`config.mk`:
```
export PLATFORM = sky130hd
export DESIGN_NAME = cs_status_buffer
export DESIGN_NICKNAME = d
export VERILOG_FILES = /design/src/shared/cs_buffer_pkg.sv /design/src/hdl/cs_status_buffer.sv /design/src/hdl/cs_pair_buf.sv /design/src/hdl/cs_host_mem.sv
export VERILOG_INCLUDE_DIRS = /design/src /design/src/shared
export SDC_FILE = /design/constraint.sdc
export NUM_CORES = 1
export LEC_CHECK = 0
export BUFFER_PORTS_ARGS = -buffer_cell sky130_fd_sc_hd__buf_2
export CORE_UTILIZATION = 30
export CTS_CLUSTER_SIZE = 24
export DETAILED_ROUTE_END_ITERATION = 8
export PLACE_DENSITY = 0.49
export SLEW_MARGIN = 30
export SYNTH_ARGS = -nofsm -noshare
export SYNTH_HDL_FRONTEND = slang
export SYNTH_SLANG_ARGS = --single-unit
```
`constraint.sdc`:
```
create_clock -name clock -period 2.22 [get_ports clock]
set_input_delay 0.333 -clock clock [delete_from_list [all_inputs] [get_ports clock]]
set_output_delay 0.333 -clock clock [all_outputs]
set_load 0.01 [all_outputs]
```
`src/shared/cs_buffer_cfg.svh`:
```
// register map, field positions and sizes of the status buffer
`ifndef CS_BUFFER_CFG_SVH
`define CS_BUFFER_CFG_SVH
`define CSB_ADDR_W 7
`define CSB_CTRL2_ADDR 7'h02
`define CSB_IRQEN_ADDR 7'h07
`define CSB_FLAGS_ADDR 7'h08
`define CSB_STAT_A0_ADDR 7'h19
`define CSB_STAT_B0_ADDR 7'h1E
`define CSB_STAT_END_ADDR 7'h22
`define CSB_INHIBIT_BIT 7
`define CSB_SERSEL_BIT 6
`define CSB_XFER_BIT 0
`define CSB_BYTES 5
`define CSB_CH_BITS 40
`define CSB_BLOCK_FRAMES 8'd192
`define CSB_COPY_BIT 2
`define CSB_GEN_BIT 15
`endif

```
`src/shared/cs_buffer_pkg.sv`:
```
// types shared by the status buffer files
package cs_buffer_pkg;
  typedef enum logic [2:0] {
    ST_IDLE = 3'b001,
    ST_FILL = 3'b010,
    ST_COPY = 3'b100
  } cap_state_t;
  typedef logic [7:0] byte_t;
endpackage

```
`src/hdl/cs_status_buffer.sv`:
```
// channel-status capture and host buffer with serial status output
`timescale 1ns/100ps
`include "cs_buffer_cfg.svh"
module cs_status_buffer (
  input wire logic clock,
  input wire logic rst_n,
  input wire logic clk_en,
  input wire logic strapped_mode,
  input wire logic port_master,
  input wire logic output_frame_clock,
  input wire logic cs_valid,
  input wire logic cs_bit_a,
  input wire logic cs_bit_b,
  input wire logic block_start,
  input wire logic [`CSB_ADDR_W-1:0] reg_addr,
  input wire logic reg_wr,
  input wire logic reg_rd,
  input wire logic [7:0] reg_wdata,
  output logic [7:0] reg_rdata,
  output logic reg_rvalid,
  output logic irq_n,
  output logic status_serial_pin,
  output logic general_output_pin,
  output logic copy_permit_pin,
  output logic first_generation_pin,
  output logic cap_ready
);
  // ----------------------------------------------------------------
  // registers
  // ----------------------------------------------------------------
  logic [7:0] ctrl2_q;
  logic [7:0] irqen_q;
  logic xfer_flag_q;
  logic copy_evt;
  wire inhibit = ctrl2_q[`CSB_INHIBIT_BIT];
  wire ser_sel = ctrl2_q[`CSB_SERSEL_BIT];
  wire wr_ctrl2 = reg_wr && reg_addr == `CSB_CTRL2_ADDR;
  wire wr_irqen = reg_wr && reg_addr == `CSB_IRQEN_ADDR;
  wire rd_flags = reg_rd && reg_addr == `CSB_FLAGS_ADDR;
  wire in_stat = reg_addr >= `CSB_STAT_A0_ADDR &&
    reg_addr <= `CSB_STAT_END_ADDR;
  wire [`CSB_ADDR_W-1:0] stat_off = reg_addr - `CSB_STAT_A0_ADDR;
  wire [3:0] mem_index = in_stat ? stat_off[3:0] : 4'hF;
  always_ff @(posedge clock or negedge rst_n)
  begin
    if (!rst_n)
    begin
      ctrl2_q <= 8'h00;
      irqen_q <= 8'h00;
      xfer_flag_q <= 1'b0;
    end
    else if (clk_en)
    begin
      if (wr_ctrl2)
        ctrl2_q <= reg_wdata;
      if (wr_irqen)
        irqen_q <= reg_wdata;
      if (copy_evt)
        xfer_flag_q <= 1'b1;
      else if (rd_flags)
        xfer_flag_q <= 1'b0;
    end
  end
  assign irq_n = !(xfer_flag_q && irqen_q[`CSB_XFER_BIT]);
  // ----------------------------------------------------------------
  // read path
  // ----------------------------------------------------------------
  logic [7:0] mem_rdata;
  logic [1:0] rsel_q;
  logic rvalid_q;
  always_ff @(posedge clock or negedge rst_n)
  begin
    if (!rst_n)
    begin
      rsel_q <= 2'd0;
      rvalid_q <= 1'b0;
    end
    else if (clk_en)
    begin
      rvalid_q <= reg_rd;
      rsel_q <= (reg_addr == `CSB_CTRL2_ADDR) ? 2'd1 :
        (reg_addr == `CSB_IRQEN_ADDR) ? 2'd2 :
        (reg_addr == `CSB_FLAGS_ADDR) ? 2'd3 : 2'd0;
    end
  end
  logic [7:0] flags_q;
  always_ff @(posedge clock or negedge rst_n)
  begin
    if (!rst_n)
      flags_q <= 8'h00;
    else if (clk_en)
      flags_q <= {7'h00, xfer_flag_q};
  end
  assign reg_rvalid = rvalid_q;
  assign reg_rdata = (rsel_q == 2'd1) ? ctrl2_q :
    (rsel_q == 2'd2) ? irqen_q :
    (rsel_q == 2'd3) ? flags_q : mem_rdata;
  // ----------------------------------------------------------------
  // capture path
  // ----------------------------------------------------------------
  logic pb_valid;
  logic [1:0] pb_data;
  cs_pair_buf #(.WIDTH(2)) cs_pair_buf_inst (
    .clock(clock),
    .rst_n(rst_n),
    .clk_en(clk_en),
    .in_valid(cs_valid),
    .in_ready(cap_ready),
    .in_data({cs_bit_a, cs_bit_b}),
    .out_valid(pb_valid),
    .out_ready(1'b1),
    .out_data(pb_data)
  );
  logic [`CSB_CH_BITS-1:0] cap_a_q;
  logic [`CSB_CH_BITS-1:0] cap_b_q;
  logic [7:0] frame_q;
  logic [5:0] nbits_q;
  cs_buffer_pkg::cap_state_t state_q;
  logic [1:0] ser_pair_q;
  wire take = pb_valid;
  wire blk_end = take && frame_q == `CSB_BLOCK_FRAMES - 8'd1;
  wire want_copy = state_q == cs_buffer_pkg::ST_COPY;
  assign copy_evt = clk_en && want_copy && !inhibit;
  always_ff @(posedge clock or negedge rst_n)
  begin
    if (!rst_n)
    begin
      cap_a_q <= '0;
      cap_b_q <= '0;
      frame_q <= 8'h00;
      nbits_q <= 6'h00;
      state_q <= cs_buffer_pkg::ST_IDLE;
      ser_pair_q <= 2'b00;
    end
    else if (clk_en)
    begin
      if (take && nbits_q < 6'(`CSB_CH_BITS))
      begin
        cap_a_q <= {cap_a_q[`CSB_CH_BITS-2:0], pb_data[1]};
        cap_b_q <= {cap_b_q[`CSB_CH_BITS-2:0], pb_data[0]};
        nbits_q <= nbits_q + 6'd1;
      end
      if (take)
      begin
        frame_q <= blk_end ? 8'h00 : frame_q + 8'd1;
        ser_pair_q <= pb_data;
      end
      case (state_q)
        cs_buffer_pkg::ST_IDLE:
          if (block_start)
          begin
            state_q <= cs_buffer_pkg::ST_FILL;
            frame_q <= 8'h00;
            nbits_q <= 6'h00;
          end
        cs_buffer_pkg::ST_FILL:
          if (blk_end)
            state_q <= cs_buffer_pkg::ST_COPY;
        cs_buffer_pkg::ST_COPY:
        begin
          state_q <= cs_buffer_pkg::ST_IDLE;
          nbits_q <= 6'h00;
        end
        default:
          state_q <= cs_buffer_pkg::ST_IDLE;
      endcase
    end
  end
  cs_host_mem cs_host_mem_inst (
    .clock(clock),
    .rst_n(rst_n),
    .clk_en(clk_en),
    .load(want_copy && !inhibit),
    .load_data({cap_a_q, cap_b_q}),
    .rd_index(mem_index),
    .rd_data(mem_rdata)
  );
  // ----------------------------------------------------------------
  // serial status output on both frame clock edges
  // ----------------------------------------------------------------
  logic [2:0] fclk_q;
  logic fclk_st_q;
  logic ser_q;
  always_ff @(posedge clock or negedge rst_n)
  begin
    if (!rst_n)
    begin
      fclk_q <= 3'b000;
      fclk_st_q <= 1'b0;
    end
    else if (clk_en)
    begin
      fclk_q <= {fclk_q[1:0], output_frame_clock};
      if (fclk_q[2] == fclk_q[1])
        fclk_st_q <= fclk_q[2];
    end
  end
  wire fclk_edge = clk_en && fclk_q[2] == fclk_q[1] &&
    fclk_q[2] != fclk_st_q;
  always_ff @(posedge clock or negedge rst_n)
  begin
    if (!rst_n)
    begin
      ser_q <= 1'b0;
    end
    else if (fclk_edge)
    begin
      // last captured pair: a after a falling edge, b after a rising one
      ser_q <= fclk_st_q ? ser_pair_q[1] : ser_pair_q[0];
    end
  end
  logic copy_pin_q;
  logic first_generation_pin_pin_q;
  always_ff @(posedge clock or negedge rst_n)
  begin
    if (!rst_n)
    begin
      copy_pin_q <= 1'b0;
      first_generation_pin_pin_q <= 1'b0;
    end
    else if (clk_en && copy_evt)
    begin
      copy_pin_q <= cap_a_q[`CSB_CH_BITS-1-`CSB_COPY_BIT];
      first_generation_pin_pin_q <= cap_a_q[`CSB_CH_BITS-1-`CSB_GEN_BIT];
    end
  end
  assign status_serial_pin = strapped_mode && port_master && ser_q;
  assign general_output_pin = !strapped_mode && ser_sel && ser_q;
  assign copy_permit_pin = strapped_mode && copy_pin_q;
  assign first_generation_pin = strapped_mode && first_generation_pin_pin_q;
  // ----------------------------------------------------------------
  // checks
  // ----------------------------------------------------------------
  property p_copy_needs_block;
    @(posedge clock) disable iff (!rst_n)
    copy_evt |-> $past(state_q == cs_buffer_pkg::ST_FILL);
  endproperty
  a_copy_needs_block: assert property (p_copy_needs_block)
    else $error("copy without finished block");
  property p_inhibit_blocks;
    @(posedge clock) disable iff (!rst_n)
    inhibit |-> !copy_evt;
  endproperty
  a_inhibit_blocks: assert property (p_inhibit_blocks)
    else $error("copy while inhibited");
  property p_irq_after_copy;
    @(posedge clock) disable iff (!rst_n)
    copy_evt && irqen_q[`CSB_XFER_BIT] && !rd_flags |=> !irq_n;
  endproperty
  a_irq_after_copy: assert property (p_irq_after_copy)
    else $error("no interrupt after copy");
  property p_irq_masked;
    @(posedge clock) disable iff (!rst_n)
    !irqen_q[`CSB_XFER_BIT] |-> irq_n;
  endproperty
  a_irq_masked: assert property (p_irq_masked)
    else $error("masked interrupt asserted");
  property p_serial_master;
    @(posedge clock) disable iff (!rst_n)
    !port_master |-> !status_serial_pin;
  endproperty
  a_serial_master: assert property (p_serial_master)
    else $error("serial output while slave");
  property p_gpo_soft;
    @(posedge clock) disable iff (!rst_n)
    strapped_mode |-> !general_output_pin;
  endproperty
  a_gpo_soft: assert property (p_gpo_soft)
    else $error("general output in strapped mode");
  property p_strap_pins;
    @(posedge clock) disable iff (!rst_n)
    !strapped_mode |-> !copy_permit_pin && !first_generation_pin;
  endproperty
  a_strap_pins: assert property (p_strap_pins)
    else $error("strap pins driven in software mode");
  property p_rvalid;
    @(posedge clock) disable iff (!rst_n)
    clk_en && reg_rd |=> reg_rvalid;
  endproperty
  a_rvalid: assert property (p_rvalid)
    else $error("read answer missing");
  property p_full_block;
    @(posedge clock) disable iff (!rst_n)
    want_copy |-> nbits_q == 6'(`CSB_CH_BITS);
  endproperty
  a_full_block: assert property (p_full_block)
    else $error("copy of a partly captured block");
  property p_unmapped_zero;
    @(posedge clock) disable iff (!rst_n)
    clk_en && reg_rd && !in_stat && reg_addr != `CSB_CTRL2_ADDR &&
      reg_addr != `CSB_IRQEN_ADDR && reg_addr != `CSB_FLAGS_ADDR
      |=> reg_rdata == 8'h00;
  endproperty
  a_unmapped_zero: assert property (p_unmapped_zero)
    else $error("unmapped read returned data");
endmodule // cs_status_buffer

```
`src/hdl/cs_pair_buf.sv`:
```
// two-entry valid/ready buffer for captured status bit pairs
`timescale 1ns/100ps
module cs_pair_buf #(
  parameter int WIDTH = 2
) (
  input wire logic clock,
  input wire logic rst_n,
  input wire logic clk_en,
  input wire logic in_valid,
  output logic in_ready,
  input wire logic [WIDTH-1:0] in_data,
  output logic out_valid,
  input wire logic out_ready,
  output logic [WIDTH-1:0] out_data
);
  logic [WIDTH-1:0] slot0_q;
  logic [WIDTH-1:0] slot1_q;
  logic [1:0] count_q;
  wire push = in_valid && in_ready;
  wire pop = out_valid && out_ready;
  assign in_ready = count_q != 2'd2;
  assign out_valid = count_q != 2'd0;
  assign out_data = slot0_q;
  always_ff @(posedge clock or negedge rst_n)
  begin
    if (!rst_n)
    begin
      slot0_q <= '0;
      slot1_q <= '0;
      count_q <= 2'd0;
    end
    else if (clk_en)
    begin
      if (pop)
      begin
        slot0_q <= (count_q == 2'd2) ? slot1_q : in_data;
      end
      else if (push && count_q == 2'd0)
      begin
        slot0_q <= in_data;
      end
      if (push && ((count_q == 2'd2) || (count_q == 2'd1 && !pop)))
      begin
        slot1_q <= in_data;
      end
      if (push && !pop)
      begin
        count_q <= count_q + 2'd1;
      end
      else if (pop && !push)
      begin
        count_q <= count_q - 2'd1;
      end
    end
  end
endmodule // cs_pair_buf

```
`src/hdl/cs_host_mem.sv`:
```
// host-visible status memory, ten bytes, loaded whole in one cycle
`timescale 1ns/100ps
`include "cs_buffer_cfg.svh"
module cs_host_mem (
  input wire logic clock,
  input wire logic rst_n,
  input wire logic clk_en,
  input wire logic load,
  input wire logic [2*`CSB_CH_BITS-1:0] load_data,
  input wire logic [3:0] rd_index,
  output logic [7:0] rd_data
);
  logic [7:0] mem_q [0:2*`CSB_BYTES-1];
  genvar g;
  generate
    for (g = 0; g < 2*`CSB_BYTES; g++)
    begin : g_byte
      always_ff @(posedge clock or negedge rst_n)
      begin
        if (!rst_n)
          mem_q[g] <= 8'h00;
        else if (clk_en && load)
          mem_q[g] <= load_data[2*`CSB_CH_BITS-1-8*g -: 8];
      end
    end
  endgenerate
  always_ff @(posedge clock or negedge rst_n)
  begin
    if (!rst_n)
      rd_data <= 8'h00;
    else if (clk_en)
      rd_data <= (rd_index < 4'(2*`CSB_BYTES)) ? mem_q[rd_index] : 8'h00;
  end
  property p_whole_load;
    @(posedge clock) disable iff (!rst_n)
    clk_en && load |=> mem_q[0] == $past(load_data[2*`CSB_CH_BITS-1 -: 8])
      && mem_q[2*`CSB_BYTES-1] == $past(load_data[7:0]);
  endproperty
  a_whole_load: assert property (p_whole_load)
    else $error("block copy not loaded whole");
endmodule // cs_host_mem

```
== Word-level counts from Yosys, hierarchy flattened ==
Index checks and enable logic that the tools add are counted.
Word-level totals
  output and inout bits: 15
  bits of input ports: 27
  word-level logic and storage cells: 135
  register bits after elaboration: 221
Cells by class
  bitwise operators: 1
  magnitude comparators: 5
  equal/unequal tests: 17
  $add $sub $neg: 5
  muxes and demuxes: 29
  reductions and logical operators: 47
Operators by type and width (number)
  2-to-1 mux 8 bit: 10
  binary-select mux 8 bit (select 4 bit): 1
  logical AND 1 bit: 26
  AND reduction 2 bit: 9
  2-to-1 mux 2 bit: 8
  2-to-1 mux 6 bit: 2
  one-hot mux 6 bit (2 select lines): 1
  adder 8 x 1 -> 8 bit (second input constant): 1
  equality test 8 bit (second input constant): 1
  nonzero test 2 bit: 4
  equality test 7 x 2 -> 1 bit (second input constant): 1
  equality test 7 x 3 -> 1 bit (second input constant): 1
  equality test 7 x 4 -> 1 bit (second input constant): 1
  greater-or-equal comparator 7 x 5 -> 1 bit (second input constant): 1
  less-or-equal comparator 7 x 6 -> 1 bit (second input constant): 1
  adder 6 x 1 -> 6 bit (second input constant): 1
  equality test 2 bit (second input constant): 3
  less-than comparator 6 bit (second input constant): 1
  2-to-1 mux 3 bit: 2
  != test 2 bit (second input constant): 3
  one-hot mux 3 bit (2 select lines): 1
  greater-or-equal comparator 5 bit (second input constant): 1
  zero test 1 bit: 5
  inverter 4 -> 5 bit: 1
  other kinds (15): 18

== Longest topological paths before layout ==
Gate-level depths: netlist of the first run.
  depth in word-level cells: 8
  mapped depth: 11
  gate-level depth less buffers: 8

== Cells and area by module ==
From an unflattened synthesis of the first run, not the netlist that was laid out.
Second synthesis, totals
  cells, all modules: 868
  area total of the unflattened synthesis: 9834.4 um^2
Modules (own cells, without submodules)
  cs_status_buffer: cells an instance 572, area an instance 5495.3 um^2, times used 1
  cs_host_mem: cells an instance 265, area an instance 3980.1 um^2, times used 1
  cs_pair_buf: cells an instance 31, area an instance 359.1 um^2, times used 1

== Worst setup path before layout of the first run ==
Ideal clock, no wire load.
  path kind: input -> register
  start: in reg_addr[0]
  end: reg cs_host_mem_inst.rd_data[2]
  stages: 10
  arrival time: 2.432 ns
  path slack: -0.337 ns
  path through: buf_4 buf_2 buf_2 inv_1 ha_1 nand2b_1 a32oi_4 mux2_2 a22o_1 o21bai_1
On the way
  longest elaborated chain between the ends: 8
  elaborated cells between the ends (all ways): 11
  those cells by class: add/sub: 1; order compare: 3; mux: 5; bitwise: 1; reduce/logical: 1
Ends and longest elaborated chain
  start: declaration: line cs_status_buffer.sv:15  | input wire logic [`CSB_ADDR_W-1:0] reg_addr,
  greater-or-equal comparator 7 x 5 -> 1 bit (no source line) or less-or-equal comparator 7 x 6 -> 1 bit (tied branches)
  logical AND 1 bit (no source line)
  2-to-1 mux 4 bit (*): line cs_status_buffer.sv:43  | wire [3:0] mem_index = in_stat ? stat_off[3:0] : 4'hF;
  inverter 4 -> 5 bit (not written as such): line cs_host_mem.sv:32  | rd_data <= (rd_index < 4'(2*`CSB_BYTES)) ? mem_q[rd_index] : 8'h00;
  binary-select mux 8 bit (select 4 bit): line cs_host_mem.sv:32
  2-to-1 mux 8 bit (not written as such) (2 in series): line cs_host_mem.sv:32
  2-to-1 mux 8 bit (*): line cs_host_mem.sv:32
  end signal: assignment: line cs_host_mem.sv:32
  end: declaration: line cs_host_mem.sv:11  | output logic [7:0] rd_data
Every way passes the cells marked *; elsewhere a longest branch is shown, timed or not. The select of a mux whose other input is x is not followed.
A chain may end at the register's enable or synchronous reset.

== Worst setup path in the final report of the first run ==
  start: reg rsel_q[1]
  end: out reg_rdata[0]
On the way
  longest elaborated chain between the ends: 4
  elaborated cells between the ends (all ways): 6
  those cells by class: eq/ne: 3; mux: 3
Ends and longest elaborated chain
  start: declaration: line cs_status_buffer.sv:69  | logic [1:0] rsel_q;
  start signal: assignment: line cs_status_buffer.sv:81  | rsel_q <= (reg_addr == `CSB_CTRL2_ADDR) ? 2'd1 :
  equality test 2 bit: line cs_status_buffer.sv:97  | (rsel_q == 2'd3) ? flags_q : mem_rdata;
  2-to-1 mux 8 bit: line cs_status_buffer.sv:97
  2-to-1 mux 8 bit: line cs_status_buffer.sv:96  | (rsel_q == 2'd2) ? irqen_q :
  2-to-1 mux 8 bit (*): line cs_status_buffer.sv:95  | assign reg_rdata = (rsel_q == 2'd1) ? ctrl2_q :
  end: declaration: line cs_status_buffer.sv:19  | output logic [7:0] reg_rdata,
Every way passes the cells marked *; elsewhere a longest branch is shown, timed or not.

==> metrics, run 1 <==
antenna-violating nets left 0; CP cell instances mux4_2 -> buf_2; total number of clock tree sinks about 220; Synthesis Warnings 0; drt total wl about 23000 um; global route overflow 0; Gate Count Post-Synth 897; DR WL/cell 16.0 um; number of antenna violations at the first check in global routing 0; number of hold violations in the final report 0; placed wire-length estimate ~16000 um; worst hold path class in -> reg; R2R Path End nbits_q[2]$_DFFE_PN0P_; Via-to-Cell Ratio around 4.6; number of rows in the core area 66; insertion delay of the later-clocked pin in the worst-skew pair around 0.52 ns; hold path depth 2; final total power 0.0114 W; number of global-route vias before repair between 6000 and 7000; count of max-cap constraint violations 0; H-tree depth 1; Final Max Tran Viols 0; start-to-end type of the worst setup path reg -> out; Post-layout nets 1002; clock period minus worst slack between 2 and 2.5 ns; antenna diode count 0; number of clock buffers inserted by TritonCTS 26; PD cells 963 nW/um2; peak fanout along the critical path 10; vertical extent of the die approximately 180 um; Setup violations, final 0; combined global-route utilization of all metal layers about 14%; status finished clean; crit end category output pin; drt drc 0; Die Area approximately 34000 um2; final setup margin 0.118 ns; number of flops mapped to enable cells by yosys 0; relative slew slack 62.5%; cell count of the worst reg-to-reg path 7; minimum setup slack after placement ~0.039 ns; Fin Hold WS between 0.04 and 0.05 ns; crit path from rsel_q[1]$_DFFE_PN0P_; post-route non-filler standard cell count 1424; largest net degree at the start of global routing 57; gp weighted congestion about 0.80; Buffers on Ports between 40 and 50; I/O Pins 42; clk buf depth 3; mean cell area of the mapped netlist approximately 11 um2; Worst Max-Slew Pin Slew ~0.56 ns; number of violations reported at the end of detailed-routing iteration 0 340; kind of cell with the highest combined delay on the critical path flip-flops; number of vias after detailed routing approximately 6500; required time of the critical path between 1.5 and 2 ns; maximum VDD drop approximately 0.48 mV; sequential cell area fraction in the yosys report a little under three fifths; Core ar. about 32000 um2; Area Overhead vs Synth 20.2%; final sum of negative setup slack 0 ns; number of register bits inferred by synthesis around 220; clock-pin slew on the worst setup and hold paths roughly 0.060 ns; total placed cells including tap cells 1377; slowest cell on the critical path dfrtp_2; maximum clock frequency roughly 480 MHz; number of distinct library cells after synthesis ~60; net count after synthesis just over 900; proportion of layout cells with a drive suffix above 1 around 27%; arrival time reported for the critical path endpoint ~1.8 ns; post-route fraction of the period consumed by the critical path 94.7%; starting density of the core between 30% and 40%; CP Launch Type register; Endpoint, Worst Hold fclk_q[0]$_DFFE_PN0P_; Leakage Power roughly 5.8 nW; unrepaired setup endpoints after global routing false; most instantiated flip-flop cell in the synthesis netlist dfrtp_1; hold wc startpoint output_frame_clock; root buffer cell clkbuf_16; share of async-settable or async-resettable flops after synthesis 100%; worst stage delay on the critical path roughly 0.56 ns; launch instance of the worst register-to-register path cs_pair_buf_inst.count_q[0]$_DFFE_PN0P_; setup slack on the worst flop-to-flop path about 0.33 ns; Die Span X ~180 um; first-pass GRT wire length approximately 38000 um; Pre-antenna DRT Iters 4; setup skew after layout 0.0165 ns; Mapped Area ~9900 um2; Buf/Inv on CP 1; TritonCTS clock tree built
==> cell usage in the layout, fill, tap and decap left out, types with 8 or more instances in the layout <==
master / Yosys / layout
a21oi_1: 28 / 28
and2_1: 13 / 12
buf_12: 0 / 14
buf_2: 17 / 40
buf_4: 3 / 32
clkbuf_16: 0 / 27
dfrtp_1: 220 / 219
ha_1: 11 / 11
inv_1: 15 / 15
mux2_2: 111 / 111
mux2i_1: 18 / 18
mux4_2: 8 / 8
nand2_1: 275 / 274
nor2_1: 32 / 31
o21ai_0: 23 / 23
o22ai_1: 8 / 8
xor2_1: 9 / 9
==> through the flow <==
step / util (%) / instance area (um2)
6_report: 36.6 / 11900
5_1_grt: 36.6 / 11900
4_1_cts: 36.6 / 11900
3_5_place_dp: 33.7 / 11000
3_3_place_gp: 33.7 / 11000
2_1_floorplan: - / 9910
==> report_power, final <==
group,switching (W),internal [W]
combinational,0.00108,0.000824
sequential,0.000486,0.00461
clock,0.00165,0.00279
total,0.00321,0.00822
==> final cells by class <==
class	count	area [um2]
multi-input combinational	611	4080
inverter	16	60.1
fill	3202	20600
clock inverter	7	110
sequential	221	5530
clock buffer	39	791
tap	442	553
timing repair buffer	88	746
==> synth_stat cells, types with 2 or more instances <==
master    number  area, um2
nand2_1      275       1030
dfrtp_1      220       5510
mux2_2       111       1250
nor2_1        32        120
a21oi_1       28        140
o21ai_0       23        115
mux2i_1       18        180
buf_2         17       85.1
clkbuf_1      17       63.8
inv_1         15       56.3
and2_1        13       81.3
ha_1          11        138
buf_1         10       37.5
xor2_1         9       78.8
mux4_2         8        180
o22ai_1        8       50.1
a211oi_1       7       52.6
a311oi_1       7       61.3
nand2b_1       6       37.5
xnor2_1        6       52.6
nand4_1        4       25.0
and3_1         3       18.8
buf_4          3       22.5
nand3_1        3       15.0
nor3_1         3       15.0
a22o_1         2       17.5
and3b_1        2       17.5
buf_6          2       22.5
nand3b_1       2       15.0
nand4b_1       2       17.5
o31ai_1        2       15.0
==> worst reg2reg max path: cells and delay by family, from the launching register on <==
family / cells / cell delay [ns]
simple gates: 4 / 0.98
flops: 1 / 0.36
fa+ha+maj: 1 / 0.21
xor+xnor: 1 / 0.17
buf+inv: 1 / 0.07
==> repair_timing <==
action / 4_1_cts / 5_1_grt
pin swaps: 0 / 0
endpoints found under the hold margin: 49 / 0
hold buffers: 1 / 0
endpoints found under the setup margin: 8 / 7
gates resized for setup: 2 / 1
setup buffers: 0 / 0
cloned: 0 / 0
==> registers in the layout (all words and copies together) (netlist names), 2 cells and up <==
| signal | cells |
|---|---|
| cs_pair_buf_inst.count_q | 2 |
| cs_pair_buf_inst.out_data | 2 |
| cs_host_mem_inst.mem_q | 80 |
| ctrl2_q | 8 |
| nbits_q | 6 |
| state_q | 3 |
| ser_pair_q | 2 |
| cs_pair_buf_inst.slot1_q | 2 |
| cs_host_mem_inst.rd_data | 8 |
| rsel_q | 2 |
| cap_b_q | 40 |
| cap_a_q | 40 |
| irqen_q | 8 |
| frame_q | 8 |
| fclk_q | 3 |
==> how the worst max path moves through the flow <==
stage,to,cells after the start
floorplan,cs_host_mem_inst.rd_data[2]$_DFFE_PN0P_,10
global placement,cs_host_mem_inst.rd_data[0]$_DFFE_PN0P_,8
detailed placement,cs_host_mem_inst.rd_data[0]$_DFFE_PN0P_,9
CTS,reg_rdata[3],5
global route,reg_rdata[3],5
finish,reg_rdata[0],2
==> cell families (layout without fill, tap and decap cells) <==
| kind of cell | count (synthesis) | count (layout) | synth area share (%) |
|---|---|---|---|
| simple gates | 355 | 355 | 15.3 |
| flops | 221 | 221 | 56.0 |
| mux | 137 | 137 | 16.3 |
| compound gates | 93 | 93 | 6.71 |
| buf+inv | 65 | 150 | 2.95 |
| xor+xnor | 15 | 15 | 1.33 |
| fa+ha+maj | 11 | 11 | 1.39 |
==> layer usage <==
| layer | vias to the layer above | global-route usage (%) | share of wire [%] |
|---|---|---|---|
| li1 | 3157 | - | - |
| met1 | 3248 | 20.7 | 50 |
| met2 | 102 | 22.2 | 44 |
| met3 | 30 | 2.20 | 3.8 |
| met4 | 0 | 3.17 | 1.8 |
| met5 | - | 0 | 0 |
Power figures use the tool's default switching activity.
==> run 2, diff against run 1 <==
--- a/config.mk
+++ b/config.mk
@@ -7,10 +7,10 @@
 export NUM_CORES = 1
 export LEC_CHECK = 0
 export BUFFER_PORTS_ARGS = -buffer_cell sky130_fd_sc_hd__buf_2
+export CAP_MARGIN = 20
 export CORE_UTILIZATION = 30
 export CTS_CLUSTER_SIZE = 24
 export DETAILED_ROUTE_END_ITERATION = 8
-export PLACE_DENSITY = 0.49
 export SLEW_MARGIN = 30
 export SYNTH_ARGS = -nofsm -noshare
 export SYNTH_HDL_FRONTEND = slang
==> run 2 against run 1 <==
Critical path depth unchanged. Clock skew down 0.0026 ns. First-iteration DRC count down 4.7%. Sequential power about the same. Critical path type unchanged. Largest power group unchanged.
==> metrics, run 2 (synthesis results as in run 1) <==
status finished clean; TritonCTS clock tree built; clock-pin slew on the worst setup and hold paths ~0.06 ns; crit end category output pin; number of violations reported at the end of detailed-routing iteration 0 324; global route overflow 0; antenna-violating nets left 0; Top Registers cs_host_mem_inst.mem_q (80), cap_a_q (40), cap_b_q (40); number of antenna violations at the first check in global routing 1; drt total wl 21100 um; number of rows in the core area 66; setup slack on the worst flop-to-flop path around 0.38 ns; most used cells in the layout excluding fill and tap cells nand2_1 (274), dfrtp_1 (219), mux2_2 (111); vertical extent of the die about 180 um; maximum VDD drop around 0.48 mV; number of hold violations in the final report 0; start-to-end type of the worst setup path reg -> out; peak fanout along the critical path 10; Die Area between 30000 and 40000 um2; highest metal used met5; Via-to-Cell Ratio 4.58; largest net degree at the start of global routing 82; Setup violations, final 0; Worst Max-Slew Pin Slew about 0.61 ns; CP Launch Type register; final sum of negative setup slack 0 ns; unrepaired setup endpoints after global routing false; relative slew slack just under 60%; post-route fraction of the period consumed by the critical path a little over nine tenths; clock period minus worst slack 2.11 ns; H-tree depth 1; final total power about 0.011 W; maximum clock frequency 474 MHz; relative contribution of combinational cells to total power roughly 15%; drt drc 0; cell count of the worst reg-to-reg path 7; Pint roughly 0.0076 W; Core ar. approximately 32000 um2; clk buf depth 3; Pre-antenna DRT Iters 4; register containing the most flip-flops in the final layout cs_host_mem_inst.mem_q; placed wire-length estimate between 10000 and 15000 um; number of clock buffers inserted by TritonCTS 24; Clk pwr share 37.1%; Net Sw Frac about 29%; arrival time reported for the critical path endpoint ~1.8 ns; worst stage delay on the critical path around 0.56 ns; Leakage Power between 5 and 6 nW; antenna diode count 0; flip-flop count of the largest register after layout 80; insertion delay of the later-clocked pin in the worst-skew pair about 0.52 ns; Area Overhead vs Synth 17.4%; count of max-cap constraint violations 0; Buffers on Ports 41; DR WL/cell between 10 and 15 um; wire length on met1 roughly 10000 um; buffers inserted by post-CTS timing repair 0; Sequential Power Share a little under half; combined global-route utilization of all metal layers 13.0%; I/O Pins 42; fin util a little over a third; required time of the critical path approximately 1.9 ns; setup skew after layout 0.0139 ns; worst hold path class in -> reg; Final Max Tran Viols 0; PD cells around 920 nW/um2; gp weighted congestion about 0.88; launch instance of the worst register-to-register path cs_pair_buf_inst.count_q[0]$_DFFE_PN0P_; CP cell instances mux4_2 -> buf_2; Fin Hold WS 0.0539 ns; hold path depth 2; Post-layout nets a little under 1000; Endpoint, Worst Hold fclk_q[0]$_DFFE_PN0P_; Die Span X 183 um; number of vias after detailed routing 6453; root buffer cell clkbuf_16; total number of clock tree sinks 221; net load switching power between 0.003 and 0.004 W; R2R Path End nbits_q[1]$_DFFE_PN0P_; hold wc startpoint output_frame_clock; slowest cell on the critical path dfrtp_2; first-pass GRT wire length 35100 um; most common library cell in the layout ignoring fill and taps nand2_1; proportion of layout cells with a drive suffix above 1 around a quarter; Met3 Wirelength around 1000 um; number of global-route vias before repair approximately 6500; Fillers 3212; wire length on met2 just over 9000 um; starting density of the core a little under a third
[run 2: changes by cell type in the layout (fill, tap and decap cells not counted), sizes merged]
cell / before / now
clkbuf: 39 / 36
inv: 15 / 17
buf: 87 / 73
bufinv: 3 / 1
clkinv: 5 / 6
[run 2: area by class of cell]
class                      count  area (um2)  area share (%)
timing repair buffer          74         578            4.99
inverter                      16        60.1           0.518
tap                          442         553            4.77
sequential                   221        5530            47.7
clock buffer                  36         717            6.18
multi-input combinational    611        4080            35.2
clock inverter                 8        75.1           0.647
[run 2: worst max-delay path: cells and delay by family (launching register included)]
family,cells,cell delay [ns]
DFF,1,0.56
muxes,1,0.54
buffers and inverters,1,0.15
[run 2: per-stage QoR]
| stage | setup WS (ns) | area (um2) | std cells |
|---|---|---|---|
| after floorplan | -0.0395 | 9910 | 897 |
| after global placement | 0.125 | 10800 | 1363 |
| after detailed placement | 0.0795 | 10800 | 1363 |
| after CTS | 0.0465 | 11600 | 1408 |
| after global routing | 0.0419 | 11600 | 1408 |
| final | 0.112 | 11600 | 1408 |
[run 2: power groups by stage]
stage | Clock, W | Sequential [W] | Combinational, W
after detailed placement | 0 | 0.00515 | 0.00168
final | 0.00398 | 0.00508 | 0.00165
after global placement | 0 | 0.00514 | 0.00165
after global routing | 0.00427 | 0.00517 | 0.00191
after CTS | 0.00409 | 0.00508 | 0.00169
after floorplan | 0 | 0.00498 | 0.00119
[run 2: repair_timing]
action | in CTS | in global routing
gates resized for setup | 2 | 1
endpoints found under the hold margin | 69 | 0
endpoints found under the setup margin | 8 | 6
hold buffers | 1 | 0
cloned | 0 | 0
[run 2: worst max-delay path by stage]
stage	start	slack (ns)	cells after the start	to
2_1_floorplan	reg_addr[0]	-0.04	10	cs_host_mem_inst.rd_data[2]$_DFFE_PN0P_
3_3_place_gp	reg_addr[0]	0.12	9	cs_host_mem_inst.rd_data[7]$_DFFE_PN0P_
3_5_place_dp	reg_addr[0]	0.08	9	cs_host_mem_inst.rd_data[6]$_DFFE_PN0P_
4_1_cts	rsel_q[0]$_DFFE_PN0P_	0.05	5	reg_rdata[7]
5_1_grt	rsel_q[0]$_DFFE_PN0P_	0.04	5	reg_rdata[7]
6_report	rsel_q[1]$_DFFE_PN0P_	0.11	2	reg_rdata[0]
[run 2: metal layers]
| layer | track usage [%] | up-vias |
|---|---|---|
| li1 | - | 3126 |
| met1 | 19.3 | 3175 |
| met4 | 3.53 | 2 |
| met2 | 19.4 | 106 |
| met5 | 0 | - |
| met3 | 2.04 | 44 |
